===== config.mk =====
export PLATFORM = sky130hd
export DESIGN_NAME = eamg_top
export DESIGN_NICKNAME = d
export VERILOG_FILES = /design/src/common/eamg_pkg.sv /design/src/common/eamg_sign_if.sv /design/src/eamg_sign_det.sv /design/src/eamg_top.sv
export VERILOG_INCLUDE_DIRS = /design/src /design/src/common
export SDC_FILE = /design/constraint.sdc
export NUM_CORES = 1
export LEC_CHECK = 0
export BUFFER_PORTS_ARGS = -buffer_cell sky130_fd_sc_hd__buf_2
export CORE_MARGIN = 8
export CORE_UTILIZATION = 30
export DETAILED_ROUTE_END_ITERATION = 7
export PLACE_DENSITY = 0.56
export SYNTH_ARGS = -nofsm -noshare
export SYNTH_HDL_FRONTEND = slang
export SYNTH_SLANG_ARGS = --single-unit

===== constraint.sdc =====
create_clock -name clk_sys -period 4.01 [get_ports clk_sys]
set_input_delay 0 -clock clk_sys [delete_from_list [all_inputs] [get_ports clk_sys]]
set_output_delay 0 -clock clk_sys [all_outputs]
set_load 0.005 [all_outputs]

===== src/common/eamg_regs.svh =====
// Register offsets, field positions and reset values of the metering bank
`ifndef EAMG_REGS_SVH
`define EAMG_REGS_SVH

`define EAMG_ADDR_ACC_MODE 8'h0F
`define EAMG_ADDR_GAIN 8'h1B
`define EAMG_ADDR_IRQ_EN_LOW 8'hD9
`define EAMG_ADDR_IRQ_ST_LOW 8'hDC

`define EAMG_ACC_RESV_HI 7
`define EAMG_ACC_RESV_LO 6
`define EAMG_ACC_VAR_SIGN_EVT 5
`define EAMG_ACC_AP_SIGN_EVT 4
`define EAMG_ACC_VAR_ABS 3
`define EAMG_ACC_VAR_BY_AP 2
`define EAMG_ACC_AP_POS_ONLY 1
`define EAMG_ACC_AP_ABS 0

`define EAMG_GAIN_V_HI 7
`define EAMG_GAIN_V_LO 5
`define EAMG_GAIN_SIGN_SRC 3
`define EAMG_GAIN_I_HI 2
`define EAMG_GAIN_I_LO 0

`define EAMG_ST_SUMMARY 7
`define EAMG_ST_VAR_SIGN 4
`define EAMG_ST_AP_SIGN 3
`define EAMG_ST_VA_NOLOAD 2
`define EAMG_ST_VAR_NOLOAD 1
`define EAMG_ST_AP_NOLOAD 0
`define EAMG_ST_FLAGS 5

`define EAMG_ACC_MODE_RST 8'h00
`define EAMG_GAIN_RST 8'h00
`define EAMG_IRQ_EN_RST 5'h00
`define EAMG_IRQ_ST_RST 5'h00

`endif


===== src/common/eamg_pkg.sv =====
// Types shared by the metering configuration and status bank
package eamg_pkg;
  typedef logic signed [23:0] eamg_power_t;
  typedef logic [2:0] eamg_gain_code_t;
  typedef enum logic {
    EAMG_SRC_FILTERED,
    EAMG_SRC_PULSE
  } eamg_sign_src_t;
endpackage


===== src/common/eamg_sign_if.sv =====
// Connection between the bank and one sign-change detector
`timescale 1ns/1ps
interface eamg_sign_if;
  logic strobe;
  logic neg;
  logic dir_rising;
  logic evt;
  modport det (input strobe, input neg, input dir_rising, output evt);
  modport ctl (output strobe, output neg, output dir_rising, input evt);
endinterface


===== src/eamg_sign_det.sv =====
// Sign-change detector raising an event in one selected direction
`timescale 1ns/1ps
module eamg_sign_det (
  input wire logic clk_sys,
  input wire logic rst_b,
  eamg_sign_if.det sif
);
  logic prev_neg_reg;
  logic have_prev_reg;
  logic evt_reg;
  logic change;

  assign sif.evt = evt_reg;

  // ------------------------------------------------------------
  // Sign history
  // ------------------------------------------------------------
  always_ff @(posedge clk_sys or negedge rst_b) begin
    if (!rst_b) begin
      prev_neg_reg <= 1'b0;
      have_prev_reg <= 1'b0;
    end else if (sif.strobe) begin
      prev_neg_reg <= sif.neg;
      have_prev_reg <= 1'b1;
    end
  end

  // Direction 0: positive to negative, 1: negative to positive
  assign change = sif.dir_rising ? (prev_neg_reg && !sif.neg)
                                 : (!prev_neg_reg && sif.neg);

  always_ff @(posedge clk_sys or negedge rst_b) begin
    if (!rst_b) begin
      evt_reg <= 1'b0;
    end else begin
      evt_reg <= sif.strobe && have_prev_reg && change;
    end
  end

  property p_dir_event;
    @(posedge clk_sys) disable iff (!rst_b)
    (sif.strobe && have_prev_reg && !sif.dir_rising && !prev_neg_reg
     && sif.neg) |=> evt_reg;
  endproperty
  a_dir_event: assert property (p_dir_event)
    else $error("falling sign change raised no event");

  property p_no_wrong_dir;
    @(posedge clk_sys) disable iff (!rst_b)
    (sif.strobe && sif.dir_rising && !prev_neg_reg) |=> !evt_reg;
  endproperty
  a_no_wrong_dir: assert property (p_no_wrong_dir)
    else $error("event raised for unselected direction");
endmodule


===== src/eamg_top.sv =====
// Accumulation mode, gain select and first metering status bank
//
// Notes on behaviour
// - Reactive sign event direction chosen by bit 5
// - Active sign event direction chosen by bit 4
// - Bit 3 accumulates absolute reactive power
// - Bit 2 inverts reactive while active is negative
// - Sign-dependent mode feeds both accumulators and pulse
// - Bit 1 accumulates only positive active power
// - Bit 0 accumulates absolute active power
// - Voltage gain code in bits 7 to 5
// - Current gain code in bits 2 to 0
// - Bit 3 picks filtered or per-pulse sign detection
// - Summary bit follows any enabled set flag
// - Status bit 4 flags reactive sign change
// - Status bit 3 flags active sign change
// - Status bit 2 flags apparent or rms no-load
// - Status bit 1 flags reactive no-load
// - Status bit 0 flags active no-load
// - Enable bits gate flags into pending interrupt
`timescale 1ns/1ps
`include "eamg_regs.svh"
module eamg_top (
  input wire logic clk_sys,
  input wire logic rst_b,
  input wire logic [7:0] sfr_addr,
  input wire logic sfr_wr,
  input wire logic sfr_rd,
  input wire logic [7:0] sfr_wdata,
  output logic [7:0] sfr_rdata,
  input wire eamg_pkg::eamg_power_t active_power,
  input wire eamg_pkg::eamg_power_t reactive_power,
  input wire logic power_valid,
  input wire logic energy_pulse,
  input wire logic pulse_on_reactive,
  input wire logic active_noload_det,
  input wire logic reactive_noload_det,
  input wire logic apparent_noload_det,
  input wire logic irms_noload_enter,
  output eamg_pkg::eamg_power_t active_energy_inc,
  output eamg_pkg::eamg_power_t reactive_energy_inc,
  output logic energy_inc_valid,
  output eamg_pkg::eamg_power_t energy_pulse_power,
  output eamg_pkg::eamg_gain_code_t voltage_gain_sel,
  output eamg_pkg::eamg_gain_code_t current_gain_sel,
  output eamg_pkg::eamg_sign_src_t sign_detect_source,
  output logic metering_irq
);

  // ------------------------------------------------------------
  // Storage
  // ------------------------------------------------------------
  logic [7:0] acc_mode_reg;
  eamg_pkg::eamg_gain_code_t v_gain_reg;
  eamg_pkg::eamg_gain_code_t i_gain_reg;
  eamg_pkg::eamg_sign_src_t sign_src_reg;
  logic [4:0] irq_en_reg;
  logic [4:0] irq_en_next;
  logic [4:0] status_reg;
  logic [4:0] status_next;
  logic [4:0] status_set;
  logic summary_reg;
  logic [7:0] rdata_reg;
  eamg_pkg::eamg_power_t act_inc_reg;
  eamg_pkg::eamg_power_t var_inc_reg;
  eamg_pkg::eamg_power_t pulse_pwr_reg;
  logic inc_valid_reg;
  eamg_pkg::eamg_power_t act_cond;
  eamg_pkg::eamg_power_t var_cond;
  logic wr_mode;
  logic wr_gain;
  logic wr_en;
  logic wr_status;
  logic sign_strobe;
  logic ap_neg;

  eamg_sign_if ap_sif ();
  eamg_sign_if var_sif ();

  assign wr_mode = sfr_wr && (sfr_addr == `EAMG_ADDR_ACC_MODE);
  assign wr_gain = sfr_wr && (sfr_addr == `EAMG_ADDR_GAIN);
  assign wr_en = sfr_wr && (sfr_addr == `EAMG_ADDR_IRQ_EN_LOW);
  assign wr_status = sfr_wr && (sfr_addr == `EAMG_ADDR_IRQ_ST_LOW);

  // ------------------------------------------------------------
  // Configuration registers
  // ------------------------------------------------------------
  always_ff @(posedge clk_sys or negedge rst_b) begin
    if (!rst_b) begin
      acc_mode_reg <= `EAMG_ACC_MODE_RST;
    end else if (wr_mode) begin
      // Upper reserved bits are kept as written; software leaves them 0
      acc_mode_reg <= sfr_wdata;
    end
  end

  always_ff @(posedge clk_sys or negedge rst_b) begin
    if (!rst_b) begin
      v_gain_reg <= 3'h0;
      i_gain_reg <= 3'h0;
      sign_src_reg <= eamg_pkg::EAMG_SRC_FILTERED;
    end else if (wr_gain) begin
      v_gain_reg <= sfr_wdata[`EAMG_GAIN_V_HI:`EAMG_GAIN_V_LO];
      i_gain_reg <= sfr_wdata[`EAMG_GAIN_I_HI:`EAMG_GAIN_I_LO];
      sign_src_reg <= eamg_pkg::eamg_sign_src_t'(
        sfr_wdata[`EAMG_GAIN_SIGN_SRC]);
    end
  end

  assign irq_en_next = wr_en ? sfr_wdata[4:0] : irq_en_reg;

  always_ff @(posedge clk_sys or negedge rst_b) begin
    if (!rst_b) begin
      irq_en_reg <= `EAMG_IRQ_EN_RST;
    end else begin
      irq_en_reg <= irq_en_next;
    end
  end

  // ------------------------------------------------------------
  // Power conditioning for the accumulators and pulse output
  // ------------------------------------------------------------
  // Magnitude saturates so the most negative code stays positive
  function automatic eamg_pkg::eamg_power_t mag(
    input eamg_pkg::eamg_power_t p
  );
    eamg_pkg::eamg_power_t r;
    r = p;
    if (p == 24'sh800000) begin
      r = 24'sh7FFFFF;
    end else if (p < 0) begin
      r = eamg_pkg::eamg_power_t'(-p);
    end
    return r;
  endfunction

  assign ap_neg = active_power < 0;

  always_comb begin
    // Absolute mode wins when both active modes are set
    if (acc_mode_reg[`EAMG_ACC_AP_ABS]) begin
      act_cond = mag(active_power);
    end else if (acc_mode_reg[`EAMG_ACC_AP_POS_ONLY]) begin
      act_cond = ap_neg ? 24'sh000000 : active_power;
    end else begin
      act_cond = active_power;
    end
  end

  always_comb begin
    if (acc_mode_reg[`EAMG_ACC_VAR_ABS]) begin
      var_cond = mag(reactive_power);
    end else if (acc_mode_reg[`EAMG_ACC_VAR_BY_AP] && ap_neg) begin
      var_cond = eamg_pkg::eamg_power_t'(-reactive_power);
    end else begin
      var_cond = reactive_power;
    end
  end

  always_ff @(posedge clk_sys or negedge rst_b) begin
    if (!rst_b) begin
      act_inc_reg <= 24'sh000000;
      var_inc_reg <= 24'sh000000;
      pulse_pwr_reg <= 24'sh000000;
      inc_valid_reg <= 1'b0;
    end else begin
      inc_valid_reg <= power_valid;
      if (power_valid) begin
        act_inc_reg <= act_cond;
        // One value feeds the plain and read-with-reset accumulators
        var_inc_reg <= var_cond;
        pulse_pwr_reg <= pulse_on_reactive ? var_cond : act_cond;
      end
    end
  end

  // ------------------------------------------------------------
  // Sign-change detection
  // ------------------------------------------------------------
  assign sign_strobe = (sign_src_reg == eamg_pkg::EAMG_SRC_PULSE)
                       ? energy_pulse : power_valid;
  assign ap_sif.strobe = sign_strobe;
  assign ap_sif.neg = ap_neg;
  assign ap_sif.dir_rising = acc_mode_reg[`EAMG_ACC_AP_SIGN_EVT];
  assign var_sif.strobe = sign_strobe;
  assign var_sif.neg = reactive_power < 0;
  assign var_sif.dir_rising = acc_mode_reg[`EAMG_ACC_VAR_SIGN_EVT];

  eamg_sign_det u_ap_sign (
    .clk_sys(clk_sys),
    .rst_b(rst_b),
    .sif(ap_sif.det)
  );

  eamg_sign_det u_var_sign (
    .clk_sys(clk_sys),
    .rst_b(rst_b),
    .sif(var_sif.det)
  );

  // ------------------------------------------------------------
  // Status flags and summary
  // ------------------------------------------------------------
  always_comb begin
    status_set = 5'h00;
    status_set[`EAMG_ST_VAR_SIGN] = var_sif.evt;
    status_set[`EAMG_ST_AP_SIGN] = ap_sif.evt;
    status_set[`EAMG_ST_VA_NOLOAD] = apparent_noload_det
                                     || irms_noload_enter;
    status_set[`EAMG_ST_VAR_NOLOAD] = reactive_noload_det;
    status_set[`EAMG_ST_AP_NOLOAD] = active_noload_det;
  end

  // A new event wins over a clear in the same cycle
  assign status_next = (wr_status ? (status_reg & sfr_wdata[4:0])
                                  : status_reg) | status_set;

  always_ff @(posedge clk_sys or negedge rst_b) begin
    if (!rst_b) begin
      status_reg <= `EAMG_IRQ_ST_RST;
    end else begin
      status_reg <= status_next;
    end
  end

  always_ff @(posedge clk_sys or negedge rst_b) begin
    if (!rst_b) begin
      summary_reg <= 1'b0;
    end else begin
      summary_reg <= |(status_next & irq_en_next);
    end
  end

  // ------------------------------------------------------------
  // Read port
  // ------------------------------------------------------------
  always_ff @(posedge clk_sys or negedge rst_b) begin
    if (!rst_b) begin
      rdata_reg <= 8'h00;
    end else if (sfr_rd) begin
      case (sfr_addr)
        `EAMG_ADDR_ACC_MODE: begin
          rdata_reg <= acc_mode_reg;
        end
        `EAMG_ADDR_GAIN: begin
          rdata_reg <= {v_gain_reg, 1'b0, sign_src_reg, i_gain_reg};
        end
        `EAMG_ADDR_IRQ_EN_LOW: begin
          rdata_reg <= {3'h0, irq_en_reg};
        end
        `EAMG_ADDR_IRQ_ST_LOW: begin
          rdata_reg <= {summary_reg, 2'h0, status_reg};
        end
        default: begin
          rdata_reg <= 8'h00;
        end
      endcase
    end
  end

  assign sfr_rdata = rdata_reg;
  assign active_energy_inc = act_inc_reg;
  assign reactive_energy_inc = var_inc_reg;
  assign energy_inc_valid = inc_valid_reg;
  assign energy_pulse_power = pulse_pwr_reg;
  assign voltage_gain_sel = v_gain_reg;
  assign current_gain_sel = i_gain_reg;
  assign sign_detect_source = sign_src_reg;
  assign metering_irq = summary_reg;

  // ------------------------------------------------------------
  // Checks
  // ------------------------------------------------------------
  property p_summary;
    @(posedge clk_sys) disable iff (!rst_b)
    metering_irq == |(status_reg & irq_en_reg);
  endproperty
  a_summary: assert property (p_summary)
    else $error("summary does not match enabled flags");

  property p_enable_gate;
    @(posedge clk_sys) disable iff (!rst_b)
    (irq_en_reg == 5'h00 && !wr_en) |=> !metering_irq;
  endproperty
  a_enable_gate: assert property (p_enable_gate)
    else $error("interrupt pending with all enables clear");

  property p_var_sign_flag;
    @(posedge clk_sys) disable iff (!rst_b)
    var_sif.evt |=> status_reg[`EAMG_ST_VAR_SIGN];
  endproperty
  a_var_sign_flag: assert property (p_var_sign_flag)
    else $error("reactive sign event not flagged");

  property p_ap_sign_flag;
    @(posedge clk_sys) disable iff (!rst_b)
    ap_sif.evt |=> status_reg[`EAMG_ST_AP_SIGN];
  endproperty
  a_ap_sign_flag: assert property (p_ap_sign_flag)
    else $error("active sign event not flagged");

  property p_va_noload;
    @(posedge clk_sys) disable iff (!rst_b)
    (apparent_noload_det || irms_noload_enter)
      |=> status_reg[`EAMG_ST_VA_NOLOAD];
  endproperty
  a_va_noload: assert property (p_va_noload)
    else $error("apparent no-load not flagged");

  property p_var_noload;
    @(posedge clk_sys) disable iff (!rst_b)
    reactive_noload_det |=> status_reg[`EAMG_ST_VAR_NOLOAD];
  endproperty
  a_var_noload: assert property (p_var_noload)
    else $error("reactive no-load not flagged");

  property p_ap_noload;
    @(posedge clk_sys) disable iff (!rst_b)
    active_noload_det ##1 !active_noload_det
      |-> status_reg[`EAMG_ST_AP_NOLOAD];
  endproperty
  a_ap_noload: assert property (p_ap_noload)
    else $error("active no-load not flagged");

  property p_clear;
    @(posedge clk_sys) disable iff (!rst_b)
    (wr_status && !sfr_wdata[0] && !active_noload_det)
      |=> !status_reg[`EAMG_ST_AP_NOLOAD];
  endproperty
  a_clear: assert property (p_clear)
    else $error("flag not cleared by writing zero");

  property p_abs_active;
    @(posedge clk_sys) disable iff (!rst_b)
    (power_valid && acc_mode_reg[`EAMG_ACC_AP_ABS])
      |=> !active_energy_inc[23];
  endproperty
  a_abs_active: assert property (p_abs_active)
    else $error("absolute active increment is negative");

  property p_pos_only;
    @(posedge clk_sys) disable iff (!rst_b)
    (power_valid && acc_mode_reg[1:0] == 2'h2 && ap_neg)
      |=> active_energy_inc == 24'sh000000;
  endproperty
  a_pos_only: assert property (p_pos_only)
    else $error("negative active power accumulated");

  property p_abs_var;
    @(posedge clk_sys) disable iff (!rst_b)
    (power_valid && acc_mode_reg[`EAMG_ACC_VAR_ABS])
      |=> !reactive_energy_inc[23];
  endproperty
  a_abs_var: assert property (p_abs_var)
    else $error("absolute reactive increment is negative");

  property p_var_by_ap;
    @(posedge clk_sys) disable iff (!rst_b)
    (power_valid && acc_mode_reg[3:2] == 2'h1 && ap_neg
     && pulse_on_reactive)
      |=> reactive_energy_inc == -$past(reactive_power)
          && energy_pulse_power == reactive_energy_inc;
  endproperty
  a_var_by_ap: assert property (p_var_by_ap)
    else $error("reactive sign not inverted for negative active");

endmodule


==> impl_metrics.xml, run 1 <==
<?xml version="1.0" encoding="UTF-8"?>
<metrics>
  <group name="cts">
    <metric name="post_cts_resize_count" unit="">0</metric>
    <metric name="clkLatencyLatePin" unit="ns">0.35</metric>
    <metric name="clockRootBuffer" unit="">clkbuf_16</metric>
    <metric name="max-clock-path-buffers" unit="">2</metric>
    <metric name="tritoncts" unit="">done</metric>
    <metric name="cts.clk_slew.worst_paths" unit="ns">0.07</metric>
    <metric name="clock-sinks" unit="">112</metric>
    <metric name="cts_hold_repair.buffers" unit="">19</metric>
    <metric name="tritoncts.num_buffers" unit="">9</metric>
    <metric name="cts_setup_buffers" unit="">0</metric>
    <metric name="h_tree_depth" unit="">3</metric>
  </group>
  <group name="logic_synthesis">
    <metric name="post_synth_instance_area" unit="um^2">6100</metric>
    <metric name="avgSynthCellArea" unit="um^2">9.17</metric>
    <metric name="netlist.area_leader.share" unit="">0.459</metric>
    <metric name="post_synth_main_area_contributors" unit="">dfrtp_1 46%, mux2_2 6.1%, nand2_1 4.6%</metric>
    <metric name="netlist.top_cell.by_area" unit="">dfrtp_1</metric>
    <metric name="syn_nets" unit="">743</metric>
    <metric name="ys_ff_latch" unit="">112</metric>
    <metric name="async_flop_share" unit="">1.00</metric>
    <metric name="synth_cell_types" unit="">66</metric>
    <metric name="syn_inst" unit="">665</metric>
    <metric name="ys.warnings.count" unit="">0</metric>
    <metric name="synth_enable_flop_cells" unit="">0</metric>
    <metric name="yosysSeqAreaShare" unit="">0.459</metric>
    <metric name="ys.flop_type" unit="">dfrtp_1</metric>
  </group>
  <group name="floorplan">
    <metric name="core_area" unit="um^2">20100</metric>
    <metric name="fp.dieArea" unit="um^2">25200</metric>
    <metric name="die_width" unit="um">159</metric>
    <metric name="ios" unit="">164</metric>
    <metric name="floorplan.die.height" unit="um">159</metric>
    <metric name="initial_core_util" unit="">0.303</metric>
    <metric name="fp-row-count" unit="">52</metric>
  </group>
  <group name="timing">
    <metric name="maxSlewViolCount" unit="">0</metric>
    <metric name="max_slew.worst_pin.slew" unit="ns">0.962</metric>
    <metric name="tns" unit="ns">0</metric>
    <metric name="slew-limit-headroom" unit="">0.349</metric>
    <metric name="grt_setup_unrepaired" unit="">false</metric>
    <metric name="finalClockSkew" unit="ns">0.00724</metric>
    <metric name="finalSetupViolCount" unit="">0</metric>
    <metric name="layout_worst_path_cycle_share" unit="">0.655</metric>
    <metric name="finalWorstPathRequiredPeriod" unit="ns">2.63</metric>
    <metric name="timing.fmax" unit="MHz">381</metric>
    <metric name="finalHoldViolations" unit="">0</metric>
  </group>
  <group name="placed_design">
    <metric name="gp_congestion" unit="">0.863</metric>
    <metric name="placement.io_buffers" unit="">163</metric>
    <metric name="placed_wire_length_estimate_after_detailed_placement" unit="um">16200</metric>
  </group>
  <group name="setup_path">
    <metric name="worstSetupStartpoint" unit="">acc_mode_reg[3]</metric>
    <metric name="r2r_start" unit="">acc_mode_reg[3]</metric>
    <metric name="timing.critical_path.required" unit="ns">4.31</metric>
    <metric name="arrival" unit="ns">2.92</metric>
    <metric name="cp-end-kind" unit="">flop</metric>
    <metric name="slowest_stage" unit="">and3_1</metric>
    <metric name="timing.setup.critical_path_class" unit="">flop to flop</metric>
    <metric name="cp_slowest_stage_delay" unit="ns">0.79</metric>
    <metric name="critical_path_peak_fanout" unit="">23</metric>
    <metric name="start_kind" unit="">flop</metric>
    <metric name="path_cells" unit="">nand2_1 -&gt; nor4_1 -&gt; and3_1 -&gt; nor3_1 -&gt; a21oi_1 -&gt; mux2_2</metric>
  </group>
  <group name="layout">
    <metric name="drive_above_1_share" unit="">0.272</metric>
    <metric name="nets" unit="">912</metric>
    <metric name="syn_to_layout_area_delta" unit="%">26.2</metric>
    <metric name="fill_cells" unit="">2074</metric>
    <metric name="diodes" unit="">0</metric>
  </group>
  <group name="power">
    <metric name="finalPower" unit="uW">2720</metric>
    <metric name="pwr_density_cell" unit="nW/um^2">354</metric>
    <metric name="power_leakage" unit="uW">0.00344</metric>
    <metric name="worst_ir_drop_vdd" unit="mV">0.226</metric>
  </group>
  <group name="detailed_routing">
    <metric name="post_drt_antenna_nets" unit="">0</metric>
    <metric name="drc" unit="">0</metric>
    <metric name="vias" unit="">5841</metric>
    <metric name="drt-initial-drc-count" unit="">402</metric>
    <metric name="totalWireLength" unit="um">21400</metric>
    <metric name="dr.pass1.iters" unit="">5</metric>
    <metric name="wire_length_per_cell" unit="um">19.3</metric>
    <metric name="viasPerCell" unit="">5.27</metric>
  </group>
  <group name="grt">
    <metric name="grt_antenna_before_repair" unit="">0</metric>
    <metric name="grtUsageTotal" unit="">0.172</metric>
    <metric name="global_route.usage.met3" unit="">0.0394</metric>
    <metric name="grt_first_pass_wirelength" unit="um">33200</metric>
    <metric name="grt.met2_usage" unit="">0.277</metric>
    <metric name="globalRoute.totalOverflow" unit="">0</metric>
    <metric name="gr-usage-met1" unit="">0.220</metric>
    <metric name="grt_start_max_net_pins" unit="">54</metric>
    <metric name="layer_with_the_highest_usage_after_global_routing" unit="">met2</metric>
    <metric name="via_count_of_the_first_global_routing_pass" unit="">5857</metric>
  </group>
  <group name="worst_hold_path">
    <metric name="worst_hold_startpoint" unit="">power_valid</metric>
    <metric name="hold_class" unit="">input port to flop</metric>
  </group>
  <group name="run">
    <metric name="timing.max_cap.violations" unit="">0</metric>
  </group>
  <group name="outcome">
    <metric name="run_status" unit="">finished clean</metric>
  </group>
</metrics>
[where the power goes]
group	switching (uW)	internal, uW	total (uW)	leakage (uW)
sequential	62.2	1220	1280	0.00136
combinational	267	201	468	0.00193
clock	426	549	976	0.000156
[worst paths after layout]
path	endpoint	slack, ns	cells after the start
max	reactive_energy_inc[18]	1.38	6
min	energy_inc_valid	0.03	1
max reg2reg	reactive_energy_inc[18]	1.38	6
min reg2reg	u_ap_sign.have_prev_reg	0.47	1
max in group asynchronous	active_energy_inc[1]	2.86	3
min in group asynchronous	active_energy_inc[3]	0.19	2
[cell type report]
class | count | area [um^2] | share of cell area
tap | 270 | 338 | 0.0439
clock inverter | 7 | 95.1 | 0.0123
inverter | 22 | 82.6 | 0.0107
timing repair buffer | 191 | 1080 | 0.140
clock buffer | 9 | 225 | 0.0292
multi-input combinational | 498 | 3080 | 0.400
sequential | 112 | 2800 | 0.364
[stage by stage]
stage | worst slack, ns | cells | instance area (um^2) | hold slack [ns] | util
after floorplan | 1.97 | 665 | 6100 | -0.296 | -
after detailed placement | 1.13 | 1074 | 7190 | 0.0483 | 0.358
after CTS | 1.37 | 1109 | 7700 | 0.0154 | 0.383
after global routing | 1.15 | 1109 | 7700 | 0.0291 | 0.383
after global placement | 1.24 | 1074 | 7190 | 0.0467 | 0.358
final | 1.38 | 1109 | 7700 | 0.0286 | 0.383
[cells in the final DEF, fill, tap and decap left out, types with 7 or more instances in the layout]
cell type and count:
nand4_1 8, dlygate4sd3_1 19, a21o_1 9, nor3_1 20, xor2_1 7, buf_2 162
clkbuf_16 9, nor2_1 66, inv_1 21, mux2_2 33, nand2b_1 8, a21oi_1 46
xnor2_1 8, o211ai_1 10, o221ai_1 8, nor2b_1 7, buf_4 10, nand2_1 74
dfrtp_1 112, nand3_1 10, a31oi_1 23, o21ai_0 51, a22o_1 8
[Yosys cell counts, types with 3 or more instances]
master	n
xnor2_1	8
or4_1	4
a22oi_1	6
a21o_1	9
ha_1	3
a211oi_1	4
clkbuf_1	26
nor3_1	20
a21oi_1	46
o21ai_0	51
mux2_2	33
o221ai_1	8
o31ai_1	5
nand2_1	74
mux2i_1	4
inv_1	21
nor2_1	66
dfrtp_1	112
nor4_1	5
nand4_1	8
or3_1	5
and2_1	6
xor2_1	7
nor2b_1	7
nor3b_1	3
o41ai_1	5
nand2b_1	8
a221o_1	4
nand3_1	10
o21a_1	6
o32a_1	4
and3_1	3
a31oi_1	23
buf_2	5
a22o_1	8
o211ai_1	10
[layer usage]
| layer | vias to the layer above | share of wire |
|---|---|---|
| li1 | 2801 | - |
| met1 | 2770 | 0.43 |
| met2 | 239 | 0.46 |
| met3 | 31 | 0.086 |
| met4 | 0 | 0.026 |
| met5 | - | 0 |
[critical path: cells and delay by family (launching register included)]
kind             cells  cell delay, ns
AND/OR/NAND/NOR      4            1.68
flip-flops           1            0.43
AO/OA/AOI/OAI        1            0.26
multiplexers         1            0.20
[logic make-up after synthesis]
kind of cell | share of synthesized area
fa+ha+maj | 0.00615
compound gates | 0.226
xor+xnor | 0.0215
mux | 0.0675
simple gates | 0.183
flops | 0.459
buf+inv | 0.0355
(Power assumes the default switching activity.)
==> run 2: changes to the inputs <==
--- a/config.mk
+++ b/config.mk
@@ -10,7 +10,7 @@
 export CORE_MARGIN = 8
 export CORE_UTILIZATION = 30
 export DETAILED_ROUTE_END_ITERATION = 7
-export PLACE_DENSITY = 0.56
+export PLACE_DENSITY = 0.57
 export SYNTH_ARGS = -nofsm -noshare
 export SYNTH_HDL_FRONTEND = slang
 export SYNTH_SLANG_ARGS = --single-unit
==> constraint.sdc (replaced) <==
create_clock -name clk_sys -period 2.2 [get_ports clk_sys]
set_input_delay 0 -clock clk_sys [delete_from_list [all_inputs] [get_ports clk_sys]]
set_output_delay 0 -clock clk_sys [all_outputs]
set_load 0.005 [all_outputs]
==> run 2 against run 1 <==
Compared with the run above:
- wire length up 3.8%
- sequential power up 82%
- cell count up 5.2%
- die area unchanged
- clock skew up 0.0059 ns
- cell area up 5.7%
- worst hold slack worse by 0.0028 ns
- sequential cell count unchanged
- highest routed layer unchanged
==> impl_metrics.xml, run 2 (synthesized netlist as in run 1, its figures left out) <==
<?xml version="1.0" encoding="UTF-8"?>
<metrics>
  <group name="grt">
    <metric name="grt_start_max_net_pins" unit="">49</metric>
    <metric name="globalRoute.totalOverflow" unit="">0</metric>
    <metric name="grtUsageTotal" unit="">0.179</metric>
    <metric name="grt_antenna_before_repair" unit="">0</metric>
    <metric name="grt_first_pass_wirelength" unit="um">34600</metric>
    <metric name="via_count_of_the_first_global_routing_pass" unit="">6175</metric>
  </group>
  <group name="detailed_routing">
    <metric name="drt-initial-drc-count" unit="">472</metric>
    <metric name="viasPerCell" unit="">5.21</metric>
    <metric name="totalWireLength" unit="um">22200</metric>
    <metric name="met1_length" unit="um">9620</metric>
    <metric name="post_drt_antenna_nets" unit="">0</metric>
    <metric name="met3RoutedLength" unit="um">1670</metric>
    <metric name="wire_length_per_cell" unit="um">19.0</metric>
    <metric name="routed-wl-met2" unit="um">10300</metric>
    <metric name="drc" unit="">0</metric>
    <metric name="vias" unit="">6085</metric>
    <metric name="topRoutingLayerUsed" unit="">met4</metric>
    <metric name="dr.pass1.iters" unit="">7</metric>
  </group>
  <group name="timing">
    <metric name="finalHoldViolations" unit="">0</metric>
    <metric name="setup_ws" unit="ns">0.264</metric>
    <metric name="maxSlewViolCount" unit="">0</metric>
    <metric name="tns" unit="ns">0</metric>
    <metric name="layout_worst_path_cycle_share" unit="">0.880</metric>
    <metric name="max_slew.worst_pin.slew" unit="ns">0.802</metric>
    <metric name="timing.fmax" unit="MHz">516</metric>
    <metric name="grt_setup_unrepaired" unit="">false</metric>
    <metric name="finalWorstPathRequiredPeriod" unit="ns">1.94</metric>
    <metric name="finalClockSkew" unit="ns">0.0131</metric>
    <metric name="slew-limit-headroom" unit="">0.463</metric>
    <metric name="finalSetupViolCount" unit="">0</metric>
  </group>
  <group name="floorplan">
    <metric name="fp.dieArea" unit="um^2">25200</metric>
    <metric name="initial_core_util" unit="">0.303</metric>
    <metric name="floorplan.die.height" unit="um">159</metric>
    <metric name="ios" unit="">164</metric>
    <metric name="fp-row-count" unit="">52</metric>
    <metric name="die_width" unit="um">159</metric>
    <metric name="core_area" unit="um^2">20100</metric>
  </group>
  <group name="layout">
    <metric name="syn_to_layout_area_delta" unit="%">33.5</metric>
    <metric name="nets" unit="">970</metric>
    <metric name="instances_no_fill" unit="">1167</metric>
    <metric name="multi_input_comb_area" unit="um^2">3080</metric>
    <metric name="fill_cells" unit="">2031</metric>
    <metric name="most-common-layout-cells" unit="">162 x buf_2, 112 x dfrtp_1, 74 x nand2_1, 66 x nor2_1, 65 x buf_4</metric>
    <metric name="drive_above_1_share" unit="">0.318</metric>
    <metric name="diodes" unit="">0</metric>
    <metric name="seq_cell_area" unit="um^2">2800</metric>
    <metric name="layout.cells.most_common" unit="">buf_2</metric>
  </group>
  <group name="power">
    <metric name="pwr_density_cell" unit="nW/um^2">601</metric>
    <metric name="power_leakage" unit="uW">0.00373</metric>
    <metric name="worst_ir_drop_vdd" unit="mV">0.449</metric>
  </group>
  <group name="placed_design">
    <metric name="place_ws" unit="ns">-0.118</metric>
    <metric name="gp_congestion" unit="">0.876</metric>
    <metric name="placed_wire_length_estimate_after_detailed_placement" unit="um">17300</metric>
    <metric name="post-place-cells" unit="">1131</metric>
    <metric name="placement.io_buffers" unit="">163</metric>
  </group>
  <group name="setup_path">
    <metric name="critical_path_peak_fanout" unit="">12</metric>
    <metric name="timing.critical_path.required" unit="ns">2.44</metric>
    <metric name="arrival" unit="ns">2.17</metric>
    <metric name="start_kind" unit="">flop</metric>
    <metric name="cp-end-kind" unit="">flop</metric>
    <metric name="timing.setup.critical_path_class" unit="">flop to flop</metric>
  </group>
  <group name="cts">
    <metric name="clock-sinks" unit="">112</metric>
    <metric name="tritoncts.num_buffers" unit="">9</metric>
    <metric name="clockRootBuffer" unit="">clkbuf_16</metric>
    <metric name="clkLatencyLatePin" unit="ns">0.36</metric>
    <metric name="cts.clk_slew.worst_paths" unit="ns">0.09</metric>
    <metric name="max-clock-path-buffers" unit="">2</metric>
    <metric name="h_tree_depth" unit="">3</metric>
    <metric name="tritoncts" unit="">done</metric>
    <metric name="post_cts_resize_count" unit="">0</metric>
  </group>
  <group name="outcome">
    <metric name="run_status" unit="">finished clean</metric>
  </group>
  <group name="worst_hold_path">
    <metric name="hold_class" unit="">input port to flop</metric>
  </group>
  <group name="run">
    <metric name="timing.max_cap.violations" unit="">0</metric>
  </group>
</metrics>
[run 2: routing by layer]
layer,track usage,vias up
met5,0,-
met4,0.0692,0
met3,0.0383,37
met2,0.288,238
met1,0.231,2896
li1,-,2914
[run 2: per-stage QoR]
stage	hold slack [ns]	util	total power [uW]	area, um^2
2_1_floorplan	-0.296	-	2740	6100
3_3_place_gp	0.00918	0.380	3270	7640
3_5_place_dp	0.0147	0.380	3280	7640
4_1_cts	0.00404	0.405	4970	8140
5_1_grt	0.0271	0.405	5160	8140
6_report	0.0258	0.405	4890	8140
[run 2: layout make-up]
class / instances / area share
multi-input cells: 498 / 0.378
flip-flops and latches: 112 / 0.344
repair buffers: 249 / 0.189
well taps: 270 / 0.0415
clock buffers: 9 / 0.0277
inverters: 22 / 0.0101
clock inverters: 7 / 0.00891
[run 2: worst max-delay path, cell delays in order, from the launching register on]
cell      delay, ns
dfrtp_1        0.40
nand3b_1       0.29
nand2_1        0.21
buf_4          0.20
o21ai_0        0.12
xnor2_1        0.16
o21ai_0        0.31
a31oi_1        0.13
[run 2: timing repair]
item	in CTS	in global routing
endpoints found under the hold margin	69	0
hold buffers	20	0
buffers inserted	0	0
[run 2: final timing paths]
check	from	to	slack, ns	depth (start not counted)
setup / recovery	acc_mode_reg[3]	energy_pulse_power[11]	0.26	7
hold / removal	reactive_power[4]	reactive_energy_inc[4]	0.03	3
setup reg to reg	acc_mode_reg[3]	energy_pulse_power[11]	0.26	7
hold reg to reg	active_energy_inc[16]	active_energy_inc[16]	0.49	2
max in group asynchronous	rst_b	status_reg[1]	1.40	3
min in group asynchronous	rst_b	active_energy_inc[11]	0.14	2
[run 2: where the power goes]
| group | switching, uW | internal [uW] | leakage (uW) |
|---|---|---|---|
| clock | 836 | 804 | 0.000143 |
| sequential | 115 | 2220 | 0.00136 |
| combinational | 506 | 411 | 0.00222 |
==> run 3: changes to the inputs <==
--- a/config.mk
+++ b/config.mk
@@ -6,11 +6,12 @@
 export SDC_FILE = /design/constraint.sdc
 export NUM_CORES = 1
 export LEC_CHECK = 0
-export BUFFER_PORTS_ARGS = -buffer_cell sky130_fd_sc_hd__buf_2
+export CORE_ASPECT_RATIO = 0.5
 export CORE_MARGIN = 8
 export CORE_UTILIZATION = 30
 export DETAILED_ROUTE_END_ITERATION = 7
-export PLACE_DENSITY = 0.57
+export DONT_BUFFER_PORTS = 1
+export PLACE_DENSITY = 0.5
 export SYNTH_ARGS = -nofsm -noshare
 export SYNTH_HDL_FRONTEND = slang
 export SYNTH_SLANG_ARGS = --single-unit
==> run 3 against run 2 <==
Compared with the run above:
- first-iteration DRC count increased by 45%
- die area up 1.1%
- non-clock buffer count fell by 151
- clock power is 14% higher
- count of clock-buffer cells in the layout grew 2
- critical endpoint is now energy_pulse_power[9]
- the run now ends with hold timing left
- setup slack worse by 0.16 ns
==> impl_metrics.xml, run 3 (synthesized netlist as in run 1, its figures left out) <==
<?xml version="1.0" encoding="UTF-8"?>
<metrics>
  <group name="outcome">
    <metric name="run_status" unit="">finished, violations left</metric>
    <metric name="failed_checks" unit="">hold timing</metric>
  </group>
  <group name="cts">
    <metric name="clkLatencyLatePin" unit="ns">0.36</metric>
    <metric name="tritoncts.num_buffers" unit="">9</metric>
    <metric name="h_tree_depth" unit="">3</metric>
    <metric name="cts_setup_buffers" unit="">0</metric>
    <metric name="tritoncts" unit="">done</metric>
    <metric name="cts_hold_repair.buffers" unit="">42</metric>
    <metric name="clock-sinks" unit="">112</metric>
    <metric name="max-clock-path-buffers" unit="">2</metric>
    <metric name="clockRootBuffer" unit="">clkbuf_16</metric>
    <metric name="cts.clk_slew.worst_paths" unit="ns">0.07</metric>
  </group>
  <group name="setup_path">
    <metric name="critical_path_peak_fanout" unit="">6</metric>
    <metric name="r2r_setup_slack" unit="ns">0.10</metric>
    <metric name="start_kind" unit="">flop</metric>
    <metric name="rr_endpoint" unit="">energy_pulse_power[9]</metric>
    <metric name="r2r_start" unit="">acc_mode_reg[3]</metric>
    <metric name="timing.critical_path.required" unit="ns">2.47</metric>
    <metric name="arrival" unit="ns">2.36</metric>
    <metric name="timing.setup.critical_path_class" unit="">flop to flop</metric>
    <metric name="cp-end-kind" unit="">flop</metric>
    <metric name="timing.reg2reg.worst_path_depth" unit="">7</metric>
  </group>
  <group name="grt">
    <metric name="layer_with_the_highest_usage_after_global_routing" unit="">met1</metric>
    <metric name="global_route.usage.met3" unit="">0.0767</metric>
    <metric name="gr-usage-met1" unit="">0.295</metric>
    <metric name="via_count_of_the_first_global_routing_pass" unit="">5486</metric>
    <metric name="grt_start_max_net_pins" unit="">113</metric>
    <metric name="grtUsageTotal" unit="">0.192</metric>
    <metric name="grt_first_pass_wirelength" unit="um">36400</metric>
    <metric name="grt_antenna_before_repair" unit="">0</metric>
    <metric name="globalRoute.totalOverflow" unit="">0</metric>
    <metric name="grt.met2_usage" unit="">0.247</metric>
  </group>
  <group name="timing">
    <metric name="finalClockSkew" unit="ns">0.00894</metric>
    <metric name="slew-limit-headroom" unit="">0.402</metric>
    <metric name="max_slew.worst_pin.slew" unit="ns">0.885</metric>
    <metric name="maxSlewViolCount" unit="">0</metric>
    <metric name="setup_ws" unit="ns">0.104</metric>
    <metric name="grt_setup_unrepaired" unit="">true</metric>
    <metric name="finalWorstPathRequiredPeriod" unit="ns">2.10</metric>
    <metric name="layout_worst_path_cycle_share" unit="">0.953</metric>
    <metric name="fin_worst_hold_slack" unit="ns">-0.670</metric>
    <metric name="finalSetupViolCount" unit="">0</metric>
    <metric name="finalHoldViolations" unit="">112</metric>
    <metric name="timing.fmax" unit="MHz">477</metric>
  </group>
  <group name="power">
    <metric name="worst_ir_drop_vdd" unit="mV">0.364</metric>
    <metric name="cellInternalPower" unit="uW">3590</metric>
    <metric name="pwr_density_cell" unit="nW/um^2">652</metric>
    <metric name="power_frac_seq" unit="">0.487</metric>
    <metric name="net-switching-power" unit="uW">1320</metric>
    <metric name="combinationalPowerShare" unit="">0.133</metric>
    <metric name="swShare" unit="">0.268</metric>
    <metric name="clkPwrFrac" unit="">0.380</metric>
    <metric name="power_leakage" unit="uW">0.00313</metric>
  </group>
  <group name="layout">
    <metric name="drive_above_1_share" unit="">0.155</metric>
    <metric name="most-common-layout-cells" unit="">112 x dfrtp_1, 74 x nand2_1, 64 x nor2_1, 55 x buf_4, 51 x o21ai_0</metric>
    <metric name="layout.cells.most_common" unit="">dfrtp_1</metric>
    <metric name="syn_to_layout_area_delta" unit="%">23.4</metric>
    <metric name="nets" unit="">819</metric>
    <metric name="diodes" unit="">0</metric>
    <metric name="fill_cells" unit="">2042</metric>
  </group>
  <group name="detailed_routing">
    <metric name="viasPerCell" unit="">5.63</metric>
    <metric name="totalWireLength" unit="um">24900</metric>
    <metric name="drt-initial-drc-count" unit="">685</metric>
    <metric name="post_drt_antenna_nets" unit="">0</metric>
    <metric name="vias" unit="">5741</metric>
    <metric name="drc" unit="">0</metric>
    <metric name="wire_length_per_cell" unit="um">24.5</metric>
    <metric name="dr.pass1.iters" unit="">5</metric>
  </group>
  <group name="floorplan">
    <metric name="fp.dieArea" unit="um^2">25400</metric>
    <metric name="core_area" unit="um^2">20200</metric>
    <metric name="fp-row-count" unit="">37</metric>
    <metric name="ios" unit="">164</metric>
    <metric name="die_width" unit="um">218</metric>
    <metric name="initial_core_util" unit="">0.302</metric>
    <metric name="floorplan.die.height" unit="um">117</metric>
  </group>
  <group name="run">
    <metric name="timing.max_cap.violations" unit="">0</metric>
  </group>
  <group name="worst_hold_path">
    <metric name="hold_class" unit="">input port to asynchronous set/reset pin</metric>
  </group>
  <group name="placed_design">
    <metric name="placement.io_buffers" unit="">0</metric>
    <metric name="placed_wire_length_estimate_after_detailed_placement" unit="um">18700</metric>
    <metric name="place_ws" unit="ns">-0.0343</metric>
    <metric name="gp_congestion" unit="">0.921</metric>
  </group>
</metrics>
==> run 3: repair_timing <==
| action | in CTS | in global routing |
|---|---|---|
| hold endpoints to repair | 212 | 112 |
| setup endpoints to repair | 0 | 6 |
| gates resized for setup | 0 | 3 |
==> run 3: area by class of cell <==
| cell class | instances | area (um^2) | share of cell area |
|---|---|---|---|
| multi-input cells | 498 | 3090 | 0.411 |
| flip-flops and latches | 112 | 2800 | 0.372 |
| repair buffers | 98 | 871 | 0.116 |
| well taps | 273 | 342 | 0.0454 |
| clock buffers | 11 | 253 | 0.0336 |
| clock inverters | 5 | 85.1 | 0.0113 |
| inverters | 22 | 82.6 | 0.0110 |
==> run 3: power by group through the flow <==
stage	combinational (uW)	sequential, uW	clock, uW
after detailed placement	532	2430	0
after global placement	524	2430	0
after global routing	710	2420	2010
after floorplan	383	2360	0
final	654	2390	1870
after CTS	643	2400	1920
==> run 3: worst max-delay path by stage <==
| stage | cells after the start | slack (ns) | to | start |
|---|---|---|---|---|
| 5_1_grt | 8 | -0.03 | energy_pulse_power[10] | acc_mode_reg[3] |
| 2_1_floorplan | 7 | 0.16 | energy_pulse_power[11] | active_power[10] |
| 6_report | 7 | 0.10 | energy_pulse_power[9] | acc_mode_reg[3] |
| 3_5_place_dp | 7 | -0.03 | active_energy_inc[18] | active_power[10] |
| 3_3_place_gp | 7 | -0.06 | energy_pulse_power[18] | active_power[10] |
| 4_1_cts | 7 | 0.02 | energy_pulse_power[16] | acc_mode_reg[3] |
==> run 3: layer usage <==
layer  up-vias  share of wire
met3         7           0.12
met2       275           0.38
li1       2597              -
met1      2862           0.50
met4         0         0.0044
met5         -              0
==> run 3: through the flow <==
stage           util  instances  power [uW]  TNS (ns)  area [um^2]
6_report       0.372       1019        4910         0         7530
2_1_floorplan      -        665        2740         0         6100
4_1_cts        0.372       1019        4960         0         7520
5_1_grt        0.372       1019        5130   -0.0468         7530
3_5_place_dp   0.333        961        2970   -0.0670         6740
3_3_place_gp   0.333        961        2960    -0.124         6740
==> run 3: worst max-delay path, cell delays in order, from the launching register on <==
cell and delay [ns]:
dfrtp_1 0.45, nand3b_1 0.30, and2_1 0.32, a31oi_1 0.21, xor2_1 0.31, nor2_1 0.11, buf_4 0.16, o221ai_1 0.16
